[src/inc/smem_defs.vh]
`ifndef SMEM_DEFS_VH
`define SMEM_DEFS_VH
// register byte offsets
`define SMEM_REG_CTRL       8'h00
`define SMEM_REG_STATUS     8'h04
`define SMEM_REG_MASK       8'h08
`define SMEM_REG_POS_LIMIT  8'h0C
`define SMEM_REG_SPD_LIMIT  8'h10
`define SMEM_REG_OVS_LEVEL  8'h14
`define SMEM_REG_OVS2_LEVEL 8'h18
`define SMEM_REG_ALARM      8'h1C
`define SMEM_REG_CMD_SPEED  8'h20
// ctrl fields
`define SMEM_CTRL_ENABLE    0
`define SMEM_CTRL_CLEAR     1
// status bit positions
`define SMEM_ST_POS_DEV     0
`define SMEM_ST_SPD_DEV     1
`define SMEM_ST_OVS         2
`define SMEM_ST_OVS2        3
// alarm codes
`define SMEM_MAIN_POS       8'h18
`define SMEM_MAIN_OVS       8'h1A
`define SMEM_SUB_0          4'h0
`define SMEM_SUB_1          4'h1
// reset values
`define SMEM_RST_LIMIT      32'h0000_0000
`define SMEM_RST_MASK       4'h0
`define SMEM_RST_CTRL       1'b1
// control cycle: 62.5 us at 250 MHz
// 62500 ns times 250 MHz over 1000 gives 15625 clocks
`define SMEM_CYCLE_CNT      16'h3D09
`endif

[src/core/smem_tick.v]
`timescale 1ns/100ps
`include "smem_defs.vh"
module smem_tick #(
    parameter [15:0] CYCLE_CNT = `SMEM_CYCLE_CNT
) (
    input  wire clk_i,
    input  wire rst_i,
    output reg  tick_o
);
    reg [15:0] cnt;
    always @(posedge clk_i) begin
        if (rst_i) begin
            cnt    <= 16'h0000;
            tick_o <= 1'b0;
        end else if (cnt == CYCLE_CNT - 16'h0001) begin
            cnt    <= 16'h0000;
            tick_o <= 1'b1;
        end else begin
            cnt    <= cnt + 16'h0001;
            tick_o <= 1'b0;
        end
    end
endmodule

[src/core/smem_monitor.v]
// What this block does
// position deviation magnitude above position_deviation_limit raises alarm 24 sub 0.
// command speed minus actual speed above speed_deviation_limit raises alarm 24 sub 1.
// speed_deviation_limit of zero disables speed deviation detection completely.
// either over-travel inhibit forces internal command speed to zero two clocks later, after its two-flop synchronizer.
// motor speed magnitude above overspeed_level raises alarm 26 sub 0.
// motor speed magnitude above second_overspeed_level raises alarm 26 sub 1.
// compare once per control cycle; first alarm code latched until cleared.
`timescale 1ns/100ps
`include "smem_defs.vh"
module smem_monitor #(
    parameter [15:0] CYCLE_CNT = `SMEM_CYCLE_CNT
) (
    input  wire        clk_i,
    input  wire        rst_i,
    input  wire [31:0] wb_adr_i,
    input  wire [31:0] wb_dat_i,
    input  wire [3:0]  wb_sel_i,
    input  wire        wb_we_i,
    input  wire        wb_cyc_i,
    input  wire        wb_stb_i,
    output reg  [31:0] wb_dat_o,
    output reg         wb_ack_o,
    input  wire [31:0] pos_deviation_i,
    input  wire [31:0] cmd_speed_i,
    input  wire [31:0] motor_speed_i,
    input  wire        inhibit_cw_i,
    input  wire        inhibit_ccw_i,
    output reg  [31:0] cmd_speed_o,
    output reg         alarm_o,
    output reg  [7:0]  alarm_main_o,
    output reg  [3:0]  alarm_sub_o,
    output wire        irq_o
);
    function [31:0] mag;
        input [31:0] v;
        begin
            mag = v[31] ? (~v + 32'h0000_0001) : v;
        end
    endfunction

    function [31:0] lane_wr;
        input [31:0] old;
        input [31:0] dat;
        input [3:0]  sel;
        integer k;
        begin
            lane_wr = old;
            for (k = 0; k < 4; k = k + 1) begin
                if (sel[k]) begin
                    lane_wr[k*8 +: 8] = dat[k*8 +: 8];
                end
            end
        end
    endfunction

    reg        inh_cw_s1;
    reg        inh_cw_s2;
    reg        inh_ccw_s1;
    reg        inh_ccw_s2;
    reg        enable;
    wire [3:0] status;
    reg [3:0]  mask;
    reg [31:0] position_deviation_limit;
    reg [31:0] speed_deviation_limit;
    reg [31:0] overspeed_level;
    reg [31:0] second_overspeed_level;
    reg [3:0]  hit;
    wire       tick;
    wire       inhibit;
    wire [31:0] eff_cmd;
    wire [32:0] spd_dev;
    wire [31:0] spd_mag;
    wire       acc;
    wire       wr;
    wire [7:0] adr;
    wire [3:0] st_clr;
    wire [3:0] st_set;
    wire       alarm_clr;

    smem_tick #(
        .CYCLE_CNT (CYCLE_CNT)
    ) u_tick (
        .clk_i  (clk_i),
        .rst_i  (rst_i),
        .tick_o (tick)
    );

    // inhibit pins are asynchronous to the control clock
    always @(posedge clk_i) begin
        if (rst_i) begin
            inh_cw_s1  <= 1'b0;
            inh_cw_s2  <= 1'b0;
            inh_ccw_s1 <= 1'b0;
            inh_ccw_s2 <= 1'b0;
        end else begin
            inh_cw_s1  <= inhibit_cw_i;
            inh_cw_s2  <= inh_cw_s1;
            inh_ccw_s1 <= inhibit_ccw_i;
            inh_ccw_s2 <= inh_ccw_s1;
        end
    end

    assign inhibit = inh_cw_s2 | inh_ccw_s2;
    // instant stop: the deviation jumps here, so the limit needs margin
    assign eff_cmd = inhibit ? 32'h0000_0000 : cmd_speed_i;
    assign spd_dev = {eff_cmd[31], eff_cmd} - {motor_speed_i[31], motor_speed_i};
    assign spd_mag = mag(motor_speed_i);

    always @(posedge clk_i) begin
        if (rst_i) begin
            cmd_speed_o <= 32'h0000_0000;
        end else begin
            cmd_speed_o <= eff_cmd;
        end
    end

    // only positive excess counts: command ahead of the motor
    always @* begin
        hit = 4'h0;
        hit[`SMEM_ST_POS_DEV] = mag(pos_deviation_i) > position_deviation_limit;
        hit[`SMEM_ST_SPD_DEV] = (speed_deviation_limit != 32'h0000_0000) && !spd_dev[32] &&
                                (spd_dev[31:0] > speed_deviation_limit);
        hit[`SMEM_ST_OVS]     = spd_mag > overspeed_level;
        hit[`SMEM_ST_OVS2]    = spd_mag > second_overspeed_level;
    end

    assign acc = wb_cyc_i & wb_stb_i & ~wb_ack_o;
    // a write lands at the edge where the master sees ack, not one edge before it
    assign wr  = wb_cyc_i & wb_stb_i & wb_we_i & wb_ack_o;
    assign adr = wb_adr_i[7:0];

    assign st_clr    = (wr && adr == `SMEM_REG_STATUS && wb_sel_i[0]) ? wb_dat_i[3:0] : 4'h0;
    assign st_set    = (tick && enable) ? hit : 4'h0;
    assign alarm_clr = wr && adr == `SMEM_REG_CTRL && wb_sel_i[0] && wb_dat_i[`SMEM_CTRL_CLEAR];

    // write-one-to-clear, but a new event in the same cycle wins so none is lost
    genvar g;
    generate
        for (g = 0; g < 4; g = g + 1) begin : st_bit
            reg st_q;
            always @(posedge clk_i) begin
                if (rst_i) begin
                    st_q <= 1'b0;
                end else if (st_set[g]) begin
                    st_q <= 1'b1;
                end else if (st_clr[g]) begin
                    st_q <= 1'b0;
                end
            end
            assign status[g] = st_q;
        end
    endgenerate

    always @(posedge clk_i) begin
        if (rst_i) begin
            wb_ack_o                 <= 1'b0;
            wb_dat_o                 <= 32'h0000_0000;
            enable                   <= `SMEM_RST_CTRL;
            mask                     <= `SMEM_RST_MASK;
            position_deviation_limit <= `SMEM_RST_LIMIT;
            speed_deviation_limit    <= `SMEM_RST_LIMIT;
            overspeed_level          <= `SMEM_RST_LIMIT;
            second_overspeed_level   <= `SMEM_RST_LIMIT;
            alarm_o                  <= 1'b0;
            alarm_main_o             <= 8'h00;
            alarm_sub_o              <= 4'h0;
        end else begin
            wb_ack_o <= acc;
            if (wr && adr == `SMEM_REG_CTRL && wb_sel_i[0]) begin
                enable <= wb_dat_i[`SMEM_CTRL_ENABLE];
            end
            if (wr && adr == `SMEM_REG_MASK && wb_sel_i[0]) begin
                mask <= wb_dat_i[3:0];
            end
            if (wr && adr == `SMEM_REG_POS_LIMIT) begin
                position_deviation_limit <= lane_wr(position_deviation_limit, wb_dat_i, wb_sel_i);
            end
            if (wr && adr == `SMEM_REG_SPD_LIMIT) begin
                speed_deviation_limit <= lane_wr(speed_deviation_limit, wb_dat_i, wb_sel_i);
            end
            if (wr && adr == `SMEM_REG_OVS_LEVEL) begin
                overspeed_level <= lane_wr(overspeed_level, wb_dat_i, wb_sel_i);
            end
            if (wr && adr == `SMEM_REG_OVS2_LEVEL) begin
                second_overspeed_level <= lane_wr(second_overspeed_level, wb_dat_i, wb_sel_i);
            end
            // first alarm only; one raised in the clearing cycle beats the clear
            if (tick && enable && hit != 4'h0 && (!alarm_o || alarm_clr)) begin
                alarm_o <= 1'b1;
                if (hit[`SMEM_ST_POS_DEV]) begin
                    alarm_main_o <= `SMEM_MAIN_POS;
                    alarm_sub_o  <= `SMEM_SUB_0;
                end else if (hit[`SMEM_ST_SPD_DEV]) begin
                    alarm_main_o <= `SMEM_MAIN_POS;
                    alarm_sub_o  <= `SMEM_SUB_1;
                end else if (hit[`SMEM_ST_OVS]) begin
                    alarm_main_o <= `SMEM_MAIN_OVS;
                    alarm_sub_o  <= `SMEM_SUB_0;
                end else begin
                    alarm_main_o <= `SMEM_MAIN_OVS;
                    alarm_sub_o  <= `SMEM_SUB_1;
                end
            end else if (alarm_clr) begin
                alarm_o      <= 1'b0;
                alarm_main_o <= 8'h00;
                alarm_sub_o  <= 4'h0;
            end
            if (acc && !wb_we_i) begin
                case (adr)
                    `SMEM_REG_CTRL:       wb_dat_o <= {31'h0000_0000, enable};
                    `SMEM_REG_STATUS:     wb_dat_o <= {28'h000_0000, status};
                    `SMEM_REG_MASK:       wb_dat_o <= {28'h000_0000, mask};
                    `SMEM_REG_POS_LIMIT:  wb_dat_o <= position_deviation_limit;
                    `SMEM_REG_SPD_LIMIT:  wb_dat_o <= speed_deviation_limit;
                    `SMEM_REG_OVS_LEVEL:  wb_dat_o <= overspeed_level;
                    `SMEM_REG_OVS2_LEVEL: wb_dat_o <= second_overspeed_level;
                    `SMEM_REG_ALARM:      wb_dat_o <= {19'h0_0000, alarm_o, alarm_sub_o, alarm_main_o};
                    `SMEM_REG_CMD_SPEED:  wb_dat_o <= cmd_speed_o;
                    default:              wb_dat_o <= 32'h0000_0000;
                endcase
            end
        end
    end

    assign irq_o = |(status & mask);
endmodule

[config.mk]
export PLATFORM = sky130hd
export DESIGN_NAME = smem_monitor
export DESIGN_NICKNAME = d
export VERILOG_FILES = /design/src/core/smem_tick.v /design/src/core/smem_monitor.v
export VERILOG_INCLUDE_DIRS = /design/src /design/src/inc
export SDC_FILE = /design/constraint.sdc
export NUM_CORES = 1
export LEC_CHECK = 0
export BUFFER_PORTS_ARGS = -buffer_cell sky130_fd_sc_hd__clkbuf_2
export CORE_MARGIN = 8
export CORE_UTILIZATION = 58
export DETAILED_ROUTE_END_ITERATION = 7
export HOLD_SLACK_MARGIN = 0.06
export PLACE_DENSITY_LB_ADDON = 0.25
export SLEW_MARGIN = 0
export SYNTH_ARGS = -nofsm -noshare
export SYNTH_HDL_FRONTEND = slang
export SYNTH_SLANG_ARGS = --single-unit
[constraint.sdc]
create_clock -name clk_i -period 7.44 [get_ports clk_i]
set_clock_uncertainty 0.05 [all_clocks]
set_input_delay 1.488 -clock clk_i [delete_from_list [all_inputs] [get_ports clk_i]]
set_output_delay 1.488 -clock clk_i [all_outputs]
set_load 0.01 [all_outputs]
==> impl_metrics.ini, run 1 <==
[detailed_routing]
first_pass_iters = 8
route.detailed.drc = 0
wl_per_cell_um = 19.40
ant_nets = 0
vias = 14610
routed_via_density = 6.032
wl_um = 46980
drt_iter0_drc = 1402

[worst_setup_path]
worstSetupStartpoint = motor_speed_i[3]
reg2reg_depth = 22
crit_type = in2reg
cp.arrival_ns = 6.41
r2r_start = inh_ccw_s2
rrSetupSlack_ns = 1.74
crit_path_end_kind = flop
crit_end = alarm_main_o[1]
required_ns = 7.80
startpoint_type = input pin
reg2reg_to = alarm_main_o[1]
worstPathMaxFanout = 5

[power]
power_per_cell_area_mw_per_mm2 = 180.3
peakVddDrop_uv = 172.7
p_total_w = 0.003092
p_leak_nw = 7.183

[synthesis]
synth-edff-count = 0
synthTopCellsByCount = dfxtp_1, a21oi_1, nand2_1, nor2_1, inv_1
synth_seq_area_share_pct = 30.02
yosysUniqueCellTypes = 64
synth-async-reset-ratio_pct = 0
synth_cells = 1891
syn_area_sq_mm = 0.01507
yosysTopAreaCell = dfxtp_1
synth_most_common_cell = dfxtp_1
yosys_warnings = 0
synth.area.top_cells = dfxtp_1, ha_1, a21oi_1
synth_top_area_share_pct = 30.02
ys_ff_latch = 226
syn_area_per_cell_sq_um = 7.970
dominantRegCellSynth = dfxtp_1

[clocking]
insertion_delay_ns = 0.53
clockBufferDepth = 3
clock-sinks = 226
htree_num_levels = 1
cts_setup_buffers = 0
postCtsHoldBufs = 0
clk_pin_slew_ns = 0.06
cts_root_buffer = clkbuf_16
cts.repair.resized = 0
numCtsBuffers = 25
tritoncts = yes

[timing]
worst_pin_slew_ns = 1.308
slew_viol_final = 0
slew-limit-headroom_pct = 12.16
final.period_utilization_pct = 81.29
max_freq_mhz = 165.3
post-route-min-period_ns = 6.048
setup_viol = 0
setup-tns-final_ns = 0
hold_viol_final = 0
rsz0062_at_grt = false

[finish]
antennaDiodeCount = 0
fill_cells = 2231
area_delta_synth_final_pct = 13.81
drive_gt1_share_pct = 13.37
nets = 2410

[global_route]
antenna_found_initial = 0
overflow = 0
grt_usage_pct = 28.57
grt_pass1_vias = 13850
grt_pass1_wl_um = 72880
grt_max_degree = 108

[placement]
io_buffers = 217
gp_congestion = 0.9677
dp_hpwl_um = 37100

[floorplanning]
fp.coreArea_sq_mm = 0.02576
start_util_pct = 58.50
rows = 59
fp.dieW_um = 177.2
die_y_um = 177.2
dieArea_sq_mm = 0.03140
io_pins = 250

[outcome]
status = finished, final reports clean

[min_path]
hp-class = reg2reg

[run]
cap_viol_max_count = 0
## logic make-up (layout without fill, tap and decap cells)
kind of cell | count (synthesis) | after routing | share of synthesized area, %
xor+xnor | 102 | 102 | 5.927
fa+ha+maj | 166 | 166 | 13.83
simple gates | 634 | 634 | 19.91
other cells | 1 | 8 | 0.02488
mux | 81 | 81 | 5.396
buf+inv | 258 | 447 | 6.674
compound gates | 423 | 423 | 18.22
flops | 226 | 226 | 30.02
## worst min path at each step
stage          startpoint         end  cells after the start
6_report       inh_ccw_s1  inh_ccw_s2                      1
5_1_grt        inh_ccw_s1  inh_ccw_s2                      1
4_1_cts        inh_ccw_s1  inh_ccw_s2                      1
3_5_place_dp   inh_ccw_s1  inh_ccw_s2                      1
3_3_place_gp   inh_ccw_s1  inh_ccw_s2                      1
2_1_floorplan  inh_ccw_s1  inh_ccw_s2                      1
## stage by stage
stage          hold WS, ns  instance area (sq um)  instances  worst slack [ns]  utilization, %
2_1_floorplan       0.3638                  15100       1898             1.760               -
4_1_cts             0.3927                  17150       2422             1.464           66.58
3_5_place_dp        0.3762                  16360       2381            0.9251           63.52
6_report            0.3901                  17150       2422             1.392           66.58
3_3_place_gp        0.3689                  16360       2381             1.042           63.52
5_1_grt             0.4062                  17150       2422             1.001           66.58
## per-layer routing
layer	vias up	wire length, um	GRT usage, %	part of all wire, %
met1	6754	20050	39.26	43
met4	0	1222	8.616	2.6
li1	7012	-	-	-
met3	87	5188	5.078	11
met2	756	20510	44.90	44
met5	-	0	0	0
## power by group
part | internal, W | leakage, nW | switching, W
sequential | 0.00122 | 1.83 | 0.0000154
combinational | 0.000276 | 4.96 | 0.000375
clock | 0.000698 | 0.391 | 0.000504
## registers in the layout, summed over array words and instances (netlist names)
name                      flops
u_tick.tick_o                 1
wb_ack_o                      1
overspeed_level              32
mask                          4
st_bit.st_q                   4
second_overspeed_level       32
wb_dat_o                     32
inh_ccw_s2                    1
u_tick.cnt                   16
inh_ccw_s1                    1
alarm_sub_o                   1
inh_cw_s1                     1
inh_cw_s2                     1
cmd_speed_o                  32
speed_deviation_limit        32
position_deviation_limit     32
enable                        1
alarm_main_o                  2
## placed cells by master, fill, tap and decap left out, types with 48 or more instances in the layout
cell      count
mux2i_1      79
nor2_1      182
ha_1        165
dfxtp_1     226
a21oi_1     186
inv_1       178
nand2_1     185
nand3_1      48
xnor2_1      90
clkbuf_2    216
## final cells by class
class                   count  area [sq um]  area share [%]
flip-flops and latches    226          4524           26.38
clock inverters             9         86.33          0.5033
clock buffers              32         701.9           4.092
repair buffers            228          1175           6.850
multi-input cells        1414          9578           55.84
well taps                 335         419.2           2.444
inverters                 178         668.1           3.895
## critical path: stages
cell and delay (ns):
clkbuf_2 0.12, nor2_1 0.17, nand4_1 0.20, nor2_1 0.16, nand4_1 0.29, or3_1 0.47
nand2b_1 0.21, or3_1 0.44, o31ai_1 0.30, xnor2_1 0.18, ha_1 0.34, nand4_1 0.13
nor4_1 0.63, o31ai_1 0.23, o311ai_0 0.23, nand2_1 0.24, and3_1 0.26, a21oi_1 0.20
o21ai_0 0.12
(Power assumes the default switching activity.)
==> run 2: changes to the inputs <==
--- a/config.mk
+++ b/config.mk
@@ -8,7 +8,7 @@
 export LEC_CHECK = 0
 export BUFFER_PORTS_ARGS = -buffer_cell sky130_fd_sc_hd__clkbuf_2
 export CORE_MARGIN = 8
-export CORE_UTILIZATION = 58
+export CORE_UTILIZATION = 52
 export DETAILED_ROUTE_END_ITERATION = 7
 export HOLD_SLACK_MARGIN = 0.06
 export PLACE_DENSITY_LB_ADDON = 0.25
==> constraint.sdc (replaced) <==
create_clock -name clk_i -period 5.15 [get_ports clk_i]
set_clock_uncertainty 0.05 [all_clocks]
set_input_delay 1.03 -clock clk_i [delete_from_list [all_inputs] [get_ports clk_i]]
set_output_delay 1.03 -clock clk_i [all_outputs]
set_load 0.01 [all_outputs]
==> run 2 against run 1 <==
  * Utilization is 3.0 points lower
  * Critical endpoint is now alarm_sub_o[0]
  * Cell count is 6.7% higher
  * Largest power group unchanged
  * Die area is 10% higher
  * Non-clock buffer count is 108 higher
  * Via count is 1.8% higher
  * Worst setup slack worse by 1.2 ns
  * Largest cell class unchanged
  * Sequential cell count stayed put
  * Sequential power is 44% higher
  * Combinational power is 63% higher
  * Routed wire length is 5.4% higher
  * Register-to-register slack worse by 1.6 ns
  * Critical path depth is 3 higher
==> impl_metrics.ini, run 2 (synthesis results as in run 1) <==
[outcome]
status = finished, final reports clean

[power]
p_leak_nw = 7.734
internal_power_w = 0.003300
p_seq_share_pct = 38.7
p_sw_w = 0.001338
power.share.clock_pct = 38.5
peakVddDrop_uv = 257.7
swShare_pct = 28.84
power_frac_comb_pct = 22.8
power_per_cell_area_mw_per_mm2 = 254.9
p_total_w = 0.004638

[global_route]
overflow = 0
grt_pass1_vias = 14350
grt_pass1_wl_um = 75690
grt_usage_pct = 27.39
antenna_found_initial = 1
grt_max_degree = 116

[worst_setup_path]
crit_slowest_cell = or3_1
cp_cell_sequence = clkbuf_2, buf_4, inv_1, nand4_1, nor2_1, nand4_1, or3_1, nand2b_1, or3_1, o31ai_1, xnor2_1, ha_1, a21o_1, a21o_1, a21oi_1, o21ai_0, a221oi_1, buf_4, a31o_2, nand3_1, a21boi_0, o22ai_1
cp.arrival_ns = 5.37
reg2reg_depth = 25
crit_end = alarm_sub_o[0]
reg2reg_to = alarm_sub_o[0]
r2r_start = inh_cw_s2
required_ns = 5.53
startpoint_type = input pin
max_stage_delay_ns = 0.45
worstPathMaxFanout = 4
crit_type = in2reg
crit_path_end_kind = flop
rrSetupSlack_ns = 0.19
worstSetupStartpoint = motor_speed_i[0]

[timing]
slew-limit-headroom_pct = 21.50
setup-tns-final_ns = 0
max_freq_mhz = 200.2
final.period_utilization_pct = 96.97
setup_viol = 0
hold_viol_final = 0
post-route-min-period_ns = 4.994
worst_pin_slew_ns = 1.168
slew_viol_final = 0
fin_ws_ns = 0.1562

[finish]
regArea_sq_mm = 0.004524
drive_gt1_share_pct = 18.55
post-route-cell-area_sq_mm = 0.01819
mostFrequentLayoutCell = dfxtp_1
multiInputGateArea_sq_mm = 0.009699
nets = 2519
area_delta_synth_final_pct = 20.71
finish.utilization_pct = 63.56
fill_cells = 2542
final_cell_mix = dfxtp_1, clkbuf_2, nand2_1

[detailed_routing]
route.detailed.drc = 0
first_pass_iters = 6
ant_nets = 0
vias = 14870
wl_um = 49530
routed_via_density = 5.753
drt_iter0_drc = 1503
wl_per_cell_um = 19.16

[clocking]
tritoncts = yes
postCtsHoldBufs = 0
clockBufferDepth = 3
clock-sinks = 226
cts_root_buffer = clkbuf_16
numCtsBuffers = 26
insertion_delay_ns = 0.54
htree_num_levels = 1
clk_pin_slew_ns = 0.06

[placement]
dp_slack_ns = -0.5876
placed_area_sq_mm = 0.01723
dp_hpwl_um = 39160
io_buffers = 217
gp_congestion = 0.9477

[floorplanning]
start_util_pct = 52.65
rows = 62
fp.dieW_um = 186.3
dieArea_sq_mm = 0.03469
die_y_um = 186.3
fp.coreArea_sq_mm = 0.02863
io_pins = 250

[min_path]
hp-class = reg2reg

[run]
cap_viol_max_count = 0
==> run 2: changes by cell type in the layout (fill, tap and decap cells not counted), sizes merged <==
cell,delta
buf,+108
clkbuf,+5
diode,+2
clkinv,-1
clkinvlp,+1
inv,-1
==> run 2: power groups by stage <==
stage / clock network (W) / logic [W] / registers (W)
2_1_floorplan: 0 / 0.000631 / 0.00183
3_3_place_gp: 0 / 0.000976 / 0.00183
3_5_place_dp: 0 / 0.00101 / 0.00183
4_1_cts: 0.00180 / 0.00102 / 0.00179
5_1_grt: 0.00189 / 0.00117 / 0.00179
6_report: 0.00179 / 0.00106 / 0.00179
==> run 2: metal layers <==
metal | global-route usage (%) | part of all wire, % | vias to the layer above
met2 | 42.89 | 43 | 682
met1 | 37.30 | 43 | 6855
met3 | 5.730 | 10 | 107
li1 | - | - | 7227
met5 | 0 | 0 | -
met4 | 8.479 | 3.1 | 0
==> run 2: worst min-delay path by stage <==
stage	start	to	slack (ns)	cells past startpoint
after global placement	inh_ccw_s1	inh_ccw_s2	0.37	1
after global routing	inh_ccw_s1	inh_ccw_s2	0.41	1
after CTS	inh_ccw_s1	inh_ccw_s2	0.40	1
final	inh_ccw_s1	inh_ccw_s2	0.40	1
after detailed placement	inh_ccw_s1	inh_ccw_s2	0.38	1
after floorplan	inh_ccw_s1	inh_ccw_s2	0.36	1
==> run 2: repair_timing <==
item | CTS | global route
setup endpoints to repair | 4 | 6
setup buffers | 0 | 3
pin swaps | 1 | 9
cloned | 0 | 1
gates resized for setup | 1 | 25
==> run 2: area by class of cell <==
cell class	instances	share of cell area [%]
multi-input combinational	1414	53.31
sequential	226	24.87
timing repair buffer	336	10.97
clock buffer	37	4.085
inverter	178	3.672
tap	384	2.641
clock inverter	8	0.4264
antenna	2	0.02751
==> run 2: through the flow <==
| stage | std cells | hold WS [ns] |
|---|---|---|
| after CTS | 2579 | 0.4042 |
| after global placement | 2534 | 0.3667 |
| final | 2585 | 0.3971 |
| after detailed placement | 2534 | 0.3791 |
| after global routing | 2584 | 0.4123 |
| after floorplan | 1898 | 0.3638 |
==> run 2: worst max-delay path, delay by kind of cell <==
family                     cells  cell delay, ns
adders and majority gates      1            0.31
buffers and inverters          4            0.48
xor gates and xnor gates       1            0.24
and+or+nand+nor                7            1.71
AOI/OAI and AO/OA              9            1.59
